**config.mk**
```make
export PLATFORM = sky130hd
export DESIGN_NAME = vcii_core
export DESIGN_NICKNAME = d
export VERILOG_FILES = /design/src/shared/vcii_pkg.sv /design/src/hdl/vcii_core.sv
export SDC_FILE = /design/constraint.sdc
export NUM_CORES = 1
export LEC_CHECK = 0
export BUFFER_PORTS_ARGS = -buffer_cell sky130_fd_sc_hd__clkbuf_2
export CAP_MARGIN = 5
export CELL_PAD_IN_SITES_DETAIL_PLACEMENT = 2
export CELL_PAD_IN_SITES_GLOBAL_PLACEMENT = 2
export CORE_MARGIN = 3
export CORE_UTILIZATION = 39
export CTS_CLUSTER_SIZE = 20
export DETAILED_ROUTE_END_ITERATION = 7
export HOLD_SLACK_MARGIN = 0.06
export PLACE_DENSITY_LB_ADDON = 0.1
export REMOVE_ABC_BUFFERS = 1
export SLEW_MARGIN = 25
export SYNTH_ARGS = -nofsm -noshare
export SYNTH_HDL_FRONTEND = slang
export SYNTH_SLANG_ARGS = --single-unit
export TNS_END_PERCENT = 30
```
**constraint.sdc**
```tcl
create_clock -name clk_i -period 17.1 [get_ports clk_i]
set_input_delay 2.565 -clock clk_i [delete_from_list [all_inputs] [get_ports clk_i]]
set_output_delay 2.565 -clock clk_i [all_outputs]
set_load 0.05 [all_outputs]
```
**src/shared/vcii_pkg.sv**
```systemverilog
package vcii_pkg;

  // ----------------------------------------------------------------
  // Register offsets
  // ----------------------------------------------------------------
  localparam logic [13:0] OFS_CONTROL    = 14'h0000;
  localparam logic [13:0] OFS_PRIO_MASK  = 14'h0004;
  localparam logic [13:0] OFS_BIN_POINT  = 14'h0008;
  localparam logic [13:0] OFS_ACK        = 14'h000C;
  localparam logic [13:0] OFS_EOI        = 14'h0010;
  localparam logic [13:0] OFS_RUN_PRIO   = 14'h0014;
  localparam logic [13:0] OFS_HIGH_PEND  = 14'h0018;
  localparam logic [13:0] OFS_ABIN_POINT = 14'h001C;
  localparam logic [13:0] OFS_AACK       = 14'h0020;
  localparam logic [13:0] OFS_AEOI       = 14'h0024;
  localparam logic [13:0] OFS_AHIGH_PEND = 14'h0028;
  localparam logic [13:0] OFS_ACT_PRIO   = 14'h00D0;
  localparam logic [13:0] OFS_IDENT      = 14'h00FC;
  localparam logic [13:0] OFS_DEACTIVATE = 14'h1000;
  // Hypervisor view and event registers
  localparam logic [13:0] OFS_TYPE       = 14'h2004;
  localparam logic [13:0] OFS_HYP_APR    = 14'h20F0;
  localparam logic [13:0] OFS_LIST_BASE  = 14'h2100;
  localparam logic [13:0] OFS_EVT_STATUS = 14'h2200;
  localparam logic [13:0] OFS_EVT_MASK   = 14'h2204;

  // ----------------------------------------------------------------
  // Reset values and fixed codes
  // ----------------------------------------------------------------
  localparam logic [9:0]  RST_CONTROL    = 10'h000;
  localparam logic [7:0]  RST_PRIO_MASK  = 8'h00;
  localparam logic [2:0]  RST_BIN_POINT  = 3'h2;
  localparam logic [2:0]  RST_ABIN_POINT = 3'h3;
  localparam logic [31:0] RST_ACT_PRIO   = 32'h00000000;
  localparam logic [7:0]  IDLE_PRIORITY  = 8'hFF;
  localparam logic [9:0]  SPURIOUS_ID    = 10'h3FF;
  localparam logic [2:0]  PRIO_BITS_M1   = 3'h4;
  localparam logic [2:0]  PREEMPT_BITS_M1 = 3'h4;

  // ----------------------------------------------------------------
  // Field positions
  // ----------------------------------------------------------------
  localparam int CTL_ENABLE   = 0;
  localparam int CTL_EOI_MODE = 9;
  localparam int LR_ID_LSB    = 0;
  localparam int LR_PRIO_LSB  = 23;
  localparam int LR_PEND_BIT  = 28;
  localparam int LR_ACT_BIT   = 29;
  localparam logic [31:0] LR_WMASK = 32'h3F8003FF;
  localparam int EVT_ACK      = 0;
  localparam int EVT_EOI_MISS = 1;
  localparam int EVT_DIR_MISS = 2;
  localparam int EVT_COUNT    = 3;

endpackage

```
**src/hdl/vcii_core.sv**
```systemverilog
//
// Function
// - Type register bits 31..29 read priority bit count minus one, value 4.
// - Type register bits 28..26 read preemption bit count minus one, value 4.
// - Type register low six bits read list register count minus one, 3.
// - Registers are reached only as whole aligned 32-bit words.
// - Unlisted offsets read zero and ignore writes.
// - Virtual interrupts obey priority mask, preemption and priority ordering.
// - Signalling to the core is decided from current list register contents.
// - Acknowledge, deactivate and, with control EOI mode bit 9 clear, end accesses update list register entries.
// - Virtual active priority aliases the hypervisor active priorities storage.
// - Writing back the value read from active priority changes nothing.
// - Identification register uses the physical interface layout and values.
// - Control, priority mask and active priority reset to zero.
// - Binary point resets to two, aliased binary point to three.
// - Running priority resets to all ones in its low byte.
// - Acknowledge and highest pending registers reset to spurious id 1023.
// - End, aliased end and deactivate are write-only; deactivate at 0x1000.
// - Identification holds implementer, revision, architecture and product fields.
//
// The strobed register port was decided locally.
module vcii_core #(
  parameter int          LR_COUNT     = 4,
  parameter logic [11:0] IMPLEMENTER  = 12'h5A5,  // Arbitrary value
  parameter logic [3:0]  REVISION     = 4'h0,
  parameter logic [3:0]  ARCH_VERSION = 4'h2,
  parameter logic [11:0] PRODUCT_ID   = 12'h000
) (
  // Clock and reset
  input  wire logic        clk_i,
  input  wire logic        rst_i,
  // Register port
  input  wire logic [13:0] addr_i,
  input  wire logic [31:0] wdata_i,
  input  wire logic        we_i,
  input  wire logic        re_i,
  output logic      [31:0] rdata_o,
  // Interrupt outputs
  output logic             virq_o,
  output logic             irq_o
);

  localparam int EVT_COUNT  = vcii_pkg::EVT_COUNT;
  localparam int LR_ACT_BIT = vcii_pkg::LR_ACT_BIT;
  localparam int LR_ID_LSB  = vcii_pkg::LR_ID_LSB;

  // ----------------------------------------------------------------
  // Helpers
  // ----------------------------------------------------------------
  // Group priority of a 5-bit priority under a binary point
  function automatic logic [7:0] group_prio(input logic [4:0] p, input logic [2:0] b);
    logic [7:0] m;
    m = 8'hFF << (4'(b) + 4'h1);
    return {p, 3'h0} & m;
  endfunction

  // Bit set of active entries carrying the given id, one bit per list entry
  function automatic logic [LR_COUNT-1:0] find_active(
    input logic [LR_COUNT-1:0][31:0] lrs, input logic [9:0] id);
    logic [LR_COUNT-1:0] hit;
    hit = '0;
    for (int i = 0; i < LR_COUNT; i++) begin
      hit[i] = lrs[i][LR_ACT_BIT] && (lrs[i][LR_ID_LSB +: 10] == id);
    end
    return hit;
  endfunction

  // ----------------------------------------------------------------
  // State
  // ----------------------------------------------------------------
  logic [9:0]                ctl_q;
  logic [7:0]                pmr_q;
  logic [2:0]                bpr_q;
  logic [2:0]                abpr_q;
  logic [31:0]               apr_q;
  logic [LR_COUNT-1:0][31:0] lr_q;
  logic [EVT_COUNT-1:0]      status_q;
  logic [EVT_COUNT-1:0]      mask_q;
  logic [31:0]               rdata_q;
  logic                      virq_q;
  logic                      irq_q;

  // ----------------------------------------------------------------
  // Decode
  // ----------------------------------------------------------------
  logic        aligned;
  logic        wr_ack_ro;
  logic        rd_ack;
  logic        wr_eoi;
  logic        wr_dir;
  logic        wr_apr;
  logic [3:0]  lr_sel;
  logic        lr_hit;

  assign aligned   = (addr_i[1:0] == 2'h0);
  assign rd_ack    = re_i && ((addr_i == vcii_pkg::OFS_ACK) || (addr_i == vcii_pkg::OFS_AACK));
  assign wr_eoi    = we_i && ((addr_i == vcii_pkg::OFS_EOI) || (addr_i == vcii_pkg::OFS_AEOI));
  assign wr_dir    = we_i && (addr_i == vcii_pkg::OFS_DEACTIVATE);
  assign wr_apr    = we_i && ((addr_i == vcii_pkg::OFS_ACT_PRIO) ||
                              (addr_i == vcii_pkg::OFS_HYP_APR));
  assign wr_ack_ro = we_i && ((addr_i == vcii_pkg::OFS_ACK) || (addr_i == vcii_pkg::OFS_AACK));
  assign lr_sel    = addr_i[5:2];
  assign lr_hit    = aligned && (addr_i[13:6] == vcii_pkg::OFS_LIST_BASE[13:6]) &&
                     (32'(lr_sel) < LR_COUNT);

  // ----------------------------------------------------------------
  // Priority selection
  // ----------------------------------------------------------------
  logic                best_valid;
  logic [1:0]          best_idx;
  logic [4:0]          best_prio;
  logic [9:0]          best_id;
  logic [7:0]          run_prio;
  logic [7:0]          best_group;
  logic                hp_valid;
  logic                sig_cond;

  // Lowest priority value among pending entries, lowest index on a tie
  always_comb begin
    best_valid = 1'b0;
    best_idx   = 2'h0;
    best_prio  = 5'h1F;
    for (int i = 0; i < LR_COUNT; i++) begin
      if (lr_q[i][vcii_pkg::LR_PEND_BIT] && !lr_q[i][LR_ACT_BIT] &&
          (!best_valid || (lr_q[i][vcii_pkg::LR_PRIO_LSB +: 5] < best_prio))) begin
        best_valid = 1'b1;
        best_idx   = 2'(i);
        best_prio  = lr_q[i][vcii_pkg::LR_PRIO_LSB +: 5];
      end
    end
  end

  assign best_id = lr_q[best_idx][LR_ID_LSB +: 10];

  // Running priority is the lowest active priority level
  always_comb begin
    run_prio = vcii_pkg::IDLE_PRIORITY;
    for (int i = 31; i >= 0; i--) begin
      if (apr_q[i]) begin
        run_prio = {5'(i), 3'h0};
      end
    end
  end

  assign best_group = group_prio(best_prio, bpr_q);
  assign hp_valid   = best_valid && ({best_prio, 3'h0} < {pmr_q[7:3], 3'h0}) &&
                      (best_group < run_prio);
  assign sig_cond   = ctl_q[vcii_pkg::CTL_ENABLE] && hp_valid;

  // ----------------------------------------------------------------
  // Completion events
  // ----------------------------------------------------------------
  logic                ack;
  logic [LR_COUNT-1:0] end_hit;
  logic [31:0]         apr_low;

  assign ack     = rd_ack && sig_cond;
  assign end_hit = find_active(lr_q, wdata_i[9:0]);
  assign apr_low = apr_q & (~apr_q + 32'h1);

  // ----------------------------------------------------------------
  // Virtual control registers
  // ----------------------------------------------------------------
  always_ff @(posedge clk_i) begin
    if (rst_i) begin
      ctl_q  <= vcii_pkg::RST_CONTROL;
      pmr_q  <= vcii_pkg::RST_PRIO_MASK;
      bpr_q  <= vcii_pkg::RST_BIN_POINT;
      abpr_q <= vcii_pkg::RST_ABIN_POINT;
    end else if (we_i) begin
      unique case (addr_i)
        vcii_pkg::OFS_CONTROL:    ctl_q  <= wdata_i[9:0];
        vcii_pkg::OFS_PRIO_MASK:  pmr_q  <= {wdata_i[7:3], 3'h0};
        vcii_pkg::OFS_BIN_POINT:  bpr_q  <= wdata_i[2:0];
        vcii_pkg::OFS_ABIN_POINT: abpr_q <= wdata_i[2:0];
        default: begin
        end
      endcase
    end
  end

  // Shared active priority storage
  always_ff @(posedge clk_i) begin
    if (rst_i) begin
      apr_q <= vcii_pkg::RST_ACT_PRIO;
    end else if (wr_apr) begin
      apr_q <= wdata_i;
    end else if (ack) begin
      apr_q[best_group[7:3]] <= 1'b1;
    end else if (wr_eoi) begin
      apr_q <= apr_q & ~apr_low;
    end
  end

  // List registers
  always_ff @(posedge clk_i) begin
    if (rst_i) begin
      lr_q <= '0;
    end else if (we_i && lr_hit) begin
      lr_q[lr_sel[1:0]] <= wdata_i & vcii_pkg::LR_WMASK;
    end else if (ack) begin
      lr_q[best_idx][vcii_pkg::LR_PEND_BIT] <= 1'b0;
      lr_q[best_idx][LR_ACT_BIT]            <= 1'b1;
    end else if ((wr_eoi && !ctl_q[vcii_pkg::CTL_EOI_MODE]) || wr_dir) begin
      for (int i = 0; i < LR_COUNT; i++) begin
        if (end_hit[i]) begin
          lr_q[i][LR_ACT_BIT] <= 1'b0;
        end
      end
    end
  end

  // ----------------------------------------------------------------
  // Event status, mask and interrupts
  // ----------------------------------------------------------------
  logic [EVT_COUNT-1:0] evt_set;
  logic [EVT_COUNT-1:0] evt_clr;

  assign evt_set = {wr_dir && (end_hit == '0), wr_eoi && (end_hit == '0), ack};
  assign evt_clr = (we_i && (addr_i == vcii_pkg::OFS_EVT_STATUS)) ?
                   wdata_i[EVT_COUNT-1:0] : '0;

  // Set wins over a clear in the same cycle
  always_ff @(posedge clk_i) begin
    if (rst_i) begin
      status_q <= '0;
    end else begin
      status_q <= (status_q & ~evt_clr) | evt_set;
    end
  end

  always_ff @(posedge clk_i) begin
    if (rst_i) begin
      mask_q <= '0;
    end else if (we_i && (addr_i == vcii_pkg::OFS_EVT_MASK)) begin
      mask_q <= wdata_i[EVT_COUNT-1:0];
    end
  end

  always_ff @(posedge clk_i) begin
    if (rst_i) begin
      virq_q <= 1'b0;
      irq_q  <= 1'b0;
    end else begin
      virq_q <= sig_cond;
      irq_q  <= |(status_q & mask_q);
    end
  end

  // ----------------------------------------------------------------
  // Read path
  // ----------------------------------------------------------------
  logic [31:0] rd_mux;
  logic [9:0]  pend_id;

  assign pend_id = sig_cond ? best_id : vcii_pkg::SPURIOUS_ID;

  always_comb begin
    rd_mux = 32'h0;
    if (lr_hit) begin
      rd_mux = lr_q[lr_sel[1:0]];
    end else begin
      unique case (addr_i)
        vcii_pkg::OFS_CONTROL:    rd_mux = {22'h0, ctl_q};
        vcii_pkg::OFS_PRIO_MASK:  rd_mux = {24'h0, pmr_q};
        vcii_pkg::OFS_BIN_POINT:  rd_mux = {29'h0, bpr_q};
        vcii_pkg::OFS_ABIN_POINT: rd_mux = {29'h0, abpr_q};
        vcii_pkg::OFS_ACK,
        vcii_pkg::OFS_AACK,
        vcii_pkg::OFS_HIGH_PEND,
        vcii_pkg::OFS_AHIGH_PEND: rd_mux = {22'h0, pend_id};
        vcii_pkg::OFS_RUN_PRIO:   rd_mux = {24'h0, run_prio};
        vcii_pkg::OFS_ACT_PRIO,
        vcii_pkg::OFS_HYP_APR:    rd_mux = apr_q;
        vcii_pkg::OFS_IDENT:      rd_mux = {PRODUCT_ID, ARCH_VERSION, REVISION,
                                            IMPLEMENTER};
        vcii_pkg::OFS_TYPE:       rd_mux = {vcii_pkg::PRIO_BITS_M1,
                                            vcii_pkg::PREEMPT_BITS_M1, 20'h0,
                                            6'(LR_COUNT - 1)};
        vcii_pkg::OFS_EVT_STATUS: rd_mux = {29'h0, status_q};
        vcii_pkg::OFS_EVT_MASK:   rd_mux = {29'h0, mask_q};
        default:                  rd_mux = 32'h0;
      endcase
    end
  end

  always_ff @(posedge clk_i) begin
    if (rst_i) begin
      rdata_q <= 32'h0;
    end else begin
      rdata_q <= re_i ? rd_mux : 32'h0;
    end
  end

  assign rdata_o = rdata_q;
  assign virq_o  = virq_q;
  assign irq_o   = irq_q;
endmodule

```
==> metrics.yaml, run 1 <==
cells_and_area:
  area_delta_synth_final_pct: 12.2
  layout-drive-gt1-share_pct: 14.3
  layout.nets: 1381
  diodes: 0
  n_fill_cell: 2859
  final_cells: 1648
synthesis:
  synthArstFlopShare_pct: 0
  synth_common_cells: "217 x nand2_1, 161 x dfxtp_1, 139 x a21oi_1, 95 x nor2_1, 77 x clkbuf_1"
  synth_most_common_cell: "nand2_1"
  synth-adder-area-share_pct: 2.75
  yosysTopAreaCellShare_pct: 32.2
  syn_area_sq_mm: 0.0100
  ys_ff_latch: 161
  yosysWarnings: 0
  synth-simple-area-share_pct: 23.9
  postSynthAreaPerCell_sq_um: 7.81
  synth_edf_count: 0
  yosysTopAreaCell: "dfxtp_1"
  synth-main-ff-cell: "dfxtp_1"
  synthTopCellsByArea: "dfxtp_1 32%, nand2_1 8.1%, a21oi_1 7.0%"
  synth_xor_area_share_pct: 3.68
  synth_cell_types: 89
  synth_top_family_by_area: "compound AO/OA/AOI/OAI gates"
  syn_inst: 1281
  synth_sequential_area_ratio_pct: 32.2
  synth-compound-area-share_pct: 26.8
  synth_mux_area_share_pct: 5.63
status:
  status: "completed"
floorplan:
  boundaryPins: 84
  die_x_um: 166
  coreArea_sq_mm: 0.0247
  num_rows: 57
  start_util_pct: 40.4
  die-area_sq_mm: 0.0276
  die_y_um: 166
timing:
  setup_viol: 0
  maxSlewHeadroom_pct: 28.9
  finalHoldViolations: 0
  setup_ws_ns: 6.75
  rsz0062_at_grt: "no"
  slew_violations: 0
  fin_crit_ns: 10.35
  finalClockSkew_ns: 0.0133
  setup_tns_ns: 0
  fin_crit_sh_pct: 60.5
  worstMarginPinSlew_ns: 1.06
  fmax_mhz: 96.6
  holdWs_ns: 0.460
clocking:
  cts-root-buf: "clkbuf_16"
  insertion_delay_ns: 0.45
  numClockSinks: 161
  numCtsBuffers: 17
  htreeDepth: 4
  cts_hold_buf: 0
  clockBufferDepth: 2
  path_clk_slew_ns: 0.07
  cts_post_setup_buffers_inserted: 0
  cts_tree: "built"
  post_cts_resized: 0
worst_setup_path:
  slowest_stage: "a21oi_4"
  path_max_fanout: 22
  critical_path.startpoint_type: "flop"
  crit_type: "reg -> reg"
  cp_data_required_time_ns: 17.43
  worst-endpoint-arrival_ns: 10.68
  slowest_delay_ns: 0.73
  cp-end-kind: "flop"
power:
  p_int_mw: 0.595
  comb_power_share_pct: 5.1
  switching_share_pct: 26.2
  finalPower_mw: 0.806
  power_per_cell_area_mw_per_mm2: 71.9
  p_clk_share_pct: 48.4
  p_leak_nw: 4.11
  switching_power_mw: 0.212
  ir_drop_mv: 0.0501
  p_seq_share_pct: 46.5
global_route:
  first_global_vias: 11100
  grt_antenna_before_repair: 2
  grt_max_degree: 65
  overflow: 0
  grt_pass1_wl_um: 67200
  grt_util_all_layers_pct: 31.0
drt:
  vias: 10500
  drc: 0
  dr.pass1.iters: 5
  vias_per_cell: 6.39
  wl_um: 43500
  drt-wirelength-per-cell_um: 26.4
  drt_iter0_markers: 896
  final_antenna_net_count: 0
hold_path:
  hold_class: "reg -> reg"
flow_run:
  drv_cap: 0
placed_design:
  placedCellCount: 1615
  dp_hpwl_um: 31400
  numPortBuffers: 83
  gp_congestion: 0.901
  dp_slack_ns: 6.80
## metrics by stage
step | util, % | cell area [sq um]
finish | 45.3 | 11200
global route | 45.3 | 11200
CTS | 45.3 | 11200
detailed placement | 43.0 | 10600
global placement | 42.9 | 10600
floorplan | - | 9630
## routing by layer
metal	track usage [%]	vias to the layer above	share of wire [%]
met4	12.2	2	3.7
met1	39.8	5375	43
met2	51.8	327	48
li1	-	4731	-
met3	5.62	96	5.6
met5	0	-	0.034
## flip-flops by register name, indices dropped and copies added (netlist names)
| register | count |
|---|---|
| lr_q | 68 |
| apr_q | 32 |
| rdata_o | 32 |
| ctl_q | 10 |
| pmr_q | 5 |
| abpr_q | 3 |
| bpr_q | 3 |
| mask_q | 3 |
| status_q | 3 |
| irq_o | 1 |
| virq_o | 1 |
## cells in the final DEF, fill, tap and decap left out, types with 12 or more instances in the layout
cell / synthesis / routed
clkbuf_16: 0 / 17
and3_1: 20 / 20
nand2b_1: 12 / 12
a22o_1: 13 / 13
nor3_1: 32 / 28
nor2_1: 95 / 94
a22oi_1: 16 / 16
dfxtp_1: 161 / 161
a211oi_1: 33 / 33
a21o_1: 12 / 12
and2_1: 19 / 19
buf_4: 1 / 18
a21oi_1: 139 / 139
ha_1: 20 / 20
xnor2_1: 42 / 42
inv_1: 34 / 34
o22ai_1: 12 / 12
mux2i_1: 12 / 12
clkbuf_2: 0 / 82
nand4_1: 14 / 14
o21ai_0: 38 / 38
mux4_2: 17 / 17
nand3_1: 41 / 41
nand2_1: 217 / 217
## cell families after synthesis
group / Yosys count
and+or+nand+nor: 511
buffers and inverters: 124
muxes: 34
xor gates and xnor gates: 42
adders and majority gates: 22
AOI/OAI and AO/OA: 387
DFF: 161
## worst paths after layout
path	slack, ns	start	end	cells after the start
worst max-delay path	6.75	lr_q[28]	apr_q[7]	35
worst min-delay path	0.46	abpr_q[2]	abpr_q[2]	2
worst max register to register	6.75	lr_q[28]	apr_q[7]	35
worst min register to register	0.46	abpr_q[2]	abpr_q[2]	2
## power groups by stage
stage | registers, mW | clock network, mW | logic, mW
after floorplan | 0.383 | 0 | 0.0107
after global placement | 0.383 | 0 | 0.0400
after detailed placement | 0.383 | 0 | 0.0408
after CTS | 0.375 | 0.396 | 0.0410
after global routing | 0.375 | 0.411 | 0.0443
final | 0.375 | 0.390 | 0.0414
## critical path: cells and delay by family, from the launching register on
| family | cells | cell delay (ns) |
|---|---|---|
| flip-flops | 1 | 0.39 |
| multiplexers | 2 | 0.64 |
| adder cells (fa/ha/maj) | 5 | 1.38 |
| buffers and inverters | 3 | 0.35 |
| AND/OR/NAND/NOR | 8 | 2.00 |
| AO/OA/AOI/OAI | 17 | 5.48 |
## area by class of cell
type | instances | area (sq um) | share of cell area, %
Clock buffer | 20 | 447 | 3.98
Inverter | 34 | 128 | 1.14
Multi-Input combinational cell | 996 | 6330 | 56.5
Clock inverter | 12 | 128 | 1.14
Tap cell | 324 | 405 | 3.61
Sequential cell | 161 | 3220 | 28.7
Timing Repair Buffer | 101 | 553 | 4.93
Power figures use the tool's default switching activity.
==> inputs of run 2 (changes only) <==
- ABC_AREA: not set -> 1
- CORE_UTILIZATION: 39 -> 33
- clock period: 17.1 -> 9.67 ns (I/O delays scaled with it)
==> metrics.yaml, run 2 <==
power:
  ir_drop_mv: 0.120
  switching_share_pct: 24.9
  power_per_cell_area_mw_per_mm2: 125
  p_int_mw: 1.08
  p_clk_share_pct: 48.7
  p_leak_nw: 5.08
  p_seq_share_pct: 46.0
  comb_power_share_pct: 5.3
  switching_power_mw: 0.359
synthesis:
  synth_common_cells: "369 x nand2_1, 229 x inv_1, 161 x dfxtp_1, 156 x nor2_1"
  synthTopCellsByArea: "dfxtp_1 32%, nand2_1 14%, inv_1 8.4%"
  syn_area_sq_mm: 0.0102
  synth_most_common_cell: "nand2_1"
  synth_edf_count: 0
  syn_inst: 1597
  synth_cell_types: 52
  synthArstFlopShare_pct: 0
  synth-main-ff-cell: "dfxtp_1"
  yosysWarnings: 0
  synth_sequential_area_ratio_pct: 31.6
  yosysTopAreaCell: "dfxtp_1"
  ys_ff_latch: 161
  postSynthAreaPerCell_sq_um: 6.38
  yosysTopAreaCellShare_pct: 31.6
clocking:
  clockBufferDepth: 2
  cts_hold_buf: 0
  insertion_delay_ns: 0.45
  cts_post_setup_buffers_inserted: 0
  cts-root-buf: "clkbuf_16"
  path_clk_slew_ns: 0.07
  numClockSinks: 161
  cts_tree: "built"
  numCtsBuffers: 17
  post_cts_resized: 0
  htreeDepth: 4
cells_and_area:
  layout-drive-gt1-share_pct: 10.7
  regArea_sq_mm: 0.00322
  layout.cells.most_common: "nand2_1"
  diodes: 0
  fin_area_sq_mm: 0.0115
  final_cell_mix: "369 x nand2_1, 228 x inv_1, 161 x dfxtp_1, 155 x nor2_1"
  largest_reg_flops: 68
  final_cells: 2050
  layout.nets: 1718
  multi_input_area_sq_mm: 0.00575
  area_delta_synth_final_pct: 13.2
  n_fill_cell: 3735
  largest_register: "lr_q"
worst_setup_path:
  path_max_fanout: 38
  crit_family: "simple AND/OR/NAND/NOR gates"
  cp-end-kind: "flop"
  cp_data_required_time_ns: 10.00
  worst-endpoint-arrival_ns: 8.04
  slowest_delay_ns: 0.53
  slowest_stage: "a2111oi_0"
  path_depth: 43
  r2r_cells: 43
  crit_type: "reg -> reg"
  cp.buffers_inverters: 6
  critical_path.startpoint_type: "flop"
  crit_top_cell: "nand2_1"
drt:
  vias_per_cell: 5.53
  drt_iter0_markers: 635
  drc: 0
  vias: 11300
  dr.pass1.iters: 7
  drt-wirelength-per-cell_um: 21.7
  final_antenna_net_count: 0
  wl_um: 44500
placed_design:
  gp_congestion: 0.863
  numPortBuffers: 83
  dp_hpwl_um: 33700
  placedCellCount: 2018
  postPlaceCellArea_sq_mm: 0.0109
  dp_slack_ns: 2.04
global_route:
  grt_pass1_wl_um: 69800
  first_global_vias: 12200
  overflow: 0
  grt_antenna_before_repair: 0
  grt_util_all_layers_pct: 26.7
  grt_max_degree: 94
timing:
  fin_crit_ns: 7.71
  setup_tns_ns: 0
  setup_viol: 0
  setup_ws_ns: 1.96
  fin_crit_sh_pct: 79.7
  maxSlewHeadroom_pct: 23.9
  slew_violations: 0
  rsz0062_at_grt: "no"
  finalClockSkew_ns: 0.0185
  fmax_mhz: 130
  worstMarginPinSlew_ns: 1.11
  holdWs_ns: 0.480
  finalHoldViolations: 0
floorplan:
  die_x_um: 182
  coreArea_sq_mm: 0.0300
  num_rows: 63
  die-area_sq_mm: 0.0330
  boundaryPins: 84
  die_y_um: 182
  start_util_pct: 33.9
hold_path:
  hold_class: "reg -> reg"
  whs_path_depth: 2
status:
  status: "completed"
flow_run:
  drv_cap: 0
## run 2: area by class of cell
cell class | count | share of cell area (%)
Multi-Input combinational cell | 1123 | 49.9
Sequential cell | 161 | 28.0
Inverter | 246 | 8.03
Timing Repair Buffer | 99 | 4.82
Tap cell | 390 | 4.23
Clock buffer | 23 | 4.15
Clock inverter | 8 | 0.912
## run 2: worst paths after layout
check	from	end	slack [ns]
max	lr_q[28]	apr_q[20]	1.96
min	mask_q[1]	mask_q[1]	0.48
max reg2reg	lr_q[28]	apr_q[20]	1.96
min reg2reg	mask_q[1]	mask_q[1]	0.48
## run 2: kinds of logic after synthesis
kind of cell | share of synthesized area, %
and+or+nand+nor | 28.6
xor gates and xnor gates | 1.46
adders and majority gates | 2.46
AOI/OAI and AO/OA | 23.8
DFF | 31.6
buffers and inverters | 12.0
## run 2: worst reg2reg max path, delay by kind of cell, from the launching register on
family | cells | cell delay [ns]
AO/OA/AOI/OAI | 8 | 2.45
flip-flops | 1 | 0.40
AND/OR/NAND/NOR | 25 | 3.00
adder cells (fa/ha/maj) | 4 | 1.15
buffers and inverters | 6 | 0.61
## run 2: power by group through the flow
stage	sequential [mW]	combinational [mW]	clock [mW]
after floorplan	0.678	0.0287	0
after global placement	0.678	0.0736	0
after detailed placement	0.678	0.0744	0
after CTS	0.663	0.0752	0.712
after global routing	0.662	0.0823	0.743
final	0.663	0.0769	0.701
## run 2: stage by stage
stage | util (%) | power (mW)
after global routing | 38.4 | 1.49
after detailed placement | 36.3 | 0.752
after floorplan | - | 0.707
after CTS | 38.3 | 1.45
after global placement | 36.3 | 0.752
final | 38.4 | 1.44
## run 2: metal layers
layer / vias to the layer above / part of all wire (%) / track usage (%)
met5: - / 0 / 0
met4: 0 / 2.3 / 7.74
met3: 58 / 3.8 / 3.45
met2: 238 / 49 / 46.8
met1: 5634 / 45 / 34.4
li1: 5397 / - / -
==> inputs of run 3 (changes only) <==
- clock period: 9.67 -> 8.1 ns (I/O delays scaled with it)
==> metrics.yaml, run 3 (same netlist as run 2, synthesis figures left out) <==
status:
  status: "completed"
timing:
  setup_ws_ns: 0.700
  finalHoldViolations: 0
  setup_tns_ns: 0
  fin_crit_ns: 7.40
  setup_viol: 0
  maxSlewHeadroom_pct: 30.2
  worstMarginPinSlew_ns: 1.02
  finalClockSkew_ns: 0.0106
  slew_violations: 0
  fmax_mhz: 135
  holdWs_ns: 0.478
  fin_crit_sh_pct: 91.4
power:
  comb_power_share_pct: 5.1
  p_clk_share_pct: 50.0
  switching_power_mw: 0.426
  p_seq_share_pct: 44.9
  power_per_cell_area_mw_per_mm2: 152
  p_int_mw: 1.34
  switching_share_pct: 24.1
  p_leak_nw: 5.12
  ir_drop_mv: 0.153
global_route:
  grt_antenna_before_repair: 0
  grt_util_all_layers_pct: 26.7
  overflow: 0
  first_global_vias: 12000
  grt_pass1_wl_um: 69300
  grt_max_degree: 94
worst_setup_path:
  crit_top_cell: "nand2_1"
  crit_type: "reg -> reg"
  slowest_delay_ns: 0.53
  critical_path.startpoint_type: "flop"
  worst-endpoint-arrival_ns: 7.75
  cp-end-kind: "flop"
  cp_data_required_time_ns: 8.45
  slowest_stage: "a2111oi_1"
  path_max_fanout: 27
drt:
  drc: 0
  dr.pass1.iters: 5
  drt_iter0_markers: 662
  vias: 11400
  vias_per_cell: 5.55
  final_antenna_net_count: 0
  wl_um: 44900
  drt-wirelength-per-cell_um: 21.9
clocking:
  cts_tree: "built"
  cts_hold_buf: 0
  numClockSinks: 161
  clockBufferDepth: 2
  numCtsBuffers: 17
  cts-root-buf: "clkbuf_16"
  htreeDepth: 4
  insertion_delay_ns: 0.46
  path_clk_slew_ns: 0.07
floorplan:
  die-area_sq_mm: 0.0330
  num_rows: 63
  die_y_um: 182
  start_util_pct: 33.9
  die_x_um: 182
  coreArea_sq_mm: 0.0300
  boundaryPins: 84
placed_design:
  dp_hpwl_um: 33600
  numPortBuffers: 83
  postPlaceCellArea_sq_mm: 0.0109
  gp_congestion: 0.863
  dp_slack_ns: 0.537
  placedCellCount: 2018
cells_and_area:
  layout.nets: 1722
  layout.cells.most_common: "nand2_1"
  largest_register: "lr_q"
  largest_reg_flops: 68
  fin_area_sq_mm: 0.0116
  final_cells: 2055
  diodes: 0
  layout-drive-gt1-share_pct: 11.1
  area_delta_synth_final_pct: 13.9
  final_cell_mix: "369 x nand2_1, 228 x inv_1, 161 x dfxtp_1, 155 x nor2_1, 111 x a21oi_1"
flow_run:
  drv_cap: 0
hold_path:
  hold_class: "reg -> reg"
## run 3: cell count changes in the layout (fill, tap and decap cells not counted), moves of 2 or more
cell and change:
buf_4 +4, clkinv_4 -2, clkbuf_8 +2, o21ai_0 -2
## run 3: final timing paths
check / from / endpoint / slack (ns) / cells past startpoint
worst min register to register: lr_q[124] / lr_q[124] / 0.48 / 2
worst max-delay path: lr_q[28] / apr_q[3] / 0.70 / 43
worst max register to register: lr_q[28] / apr_q[3] / 0.70 / 43
worst min-delay path: lr_q[124] / lr_q[124] / 0.48 / 2
## run 3: area by class of cell
class	instances	area, sq um
fill	3775	18400
multi-input combinational	1124	5780
sequential	161	3220
inverter	246	926
timing repair buffer	102	558
clock buffer	24	502
tap	390	488
clock inverter	8	124
## run 3: power groups by stage
| stage | Combinational [mW] | Clock [mW] | Sequential (mW) |
|---|---|---|---|
| 2_1_floorplan | 0.0342 | 0 | 0.809 |
| 3_3_place_gp | 0.0879 | 0 | 0.809 |
| 3_5_place_dp | 0.0890 | 0 | 0.809 |
| 4_1_cts | 0.0895 | 0.901 | 0.791 |
| 5_1_grt | 0.0965 | 0.939 | 0.791 |
| 6_report | 0.0900 | 0.883 | 0.791 |
## run 3: metal layers
metal / up-vias / GRT usage (%) / share of wire (%)
li1: 5409 / - / -
met1: 5718 / 34.6 / 46
met2: 221 / 46.8 / 49
met3: 48 / 3.97 / 3.7
met4: 0 / 6.58 / 2.0
met5: - / 0 / 0
## run 3: timing repair
item	in CTS	in global routing
gates resized for setup	0	7
endpoints found under the setup margin	0	49
buffers inserted	0	4
## run 3: metrics by stage
step,power [mW],util [%]
detailed placement,0.898,36.3
finish,1.76,38.6
CTS,1.78,38.4
global placement,0.897,36.3
global route,1.83,38.6
floorplan,0.844,-
## run 3: worst max-delay path: cells and delay by family, from the launching register on
kind	cells	cell delay [ns]
AO/OA/AOI/OAI	10	2.48
adder cells (fa/ha/maj)	4	1.18
buffers and inverters	5	0.53
flip-flops	1	0.40
AND/OR/NAND/NOR	24	2.68
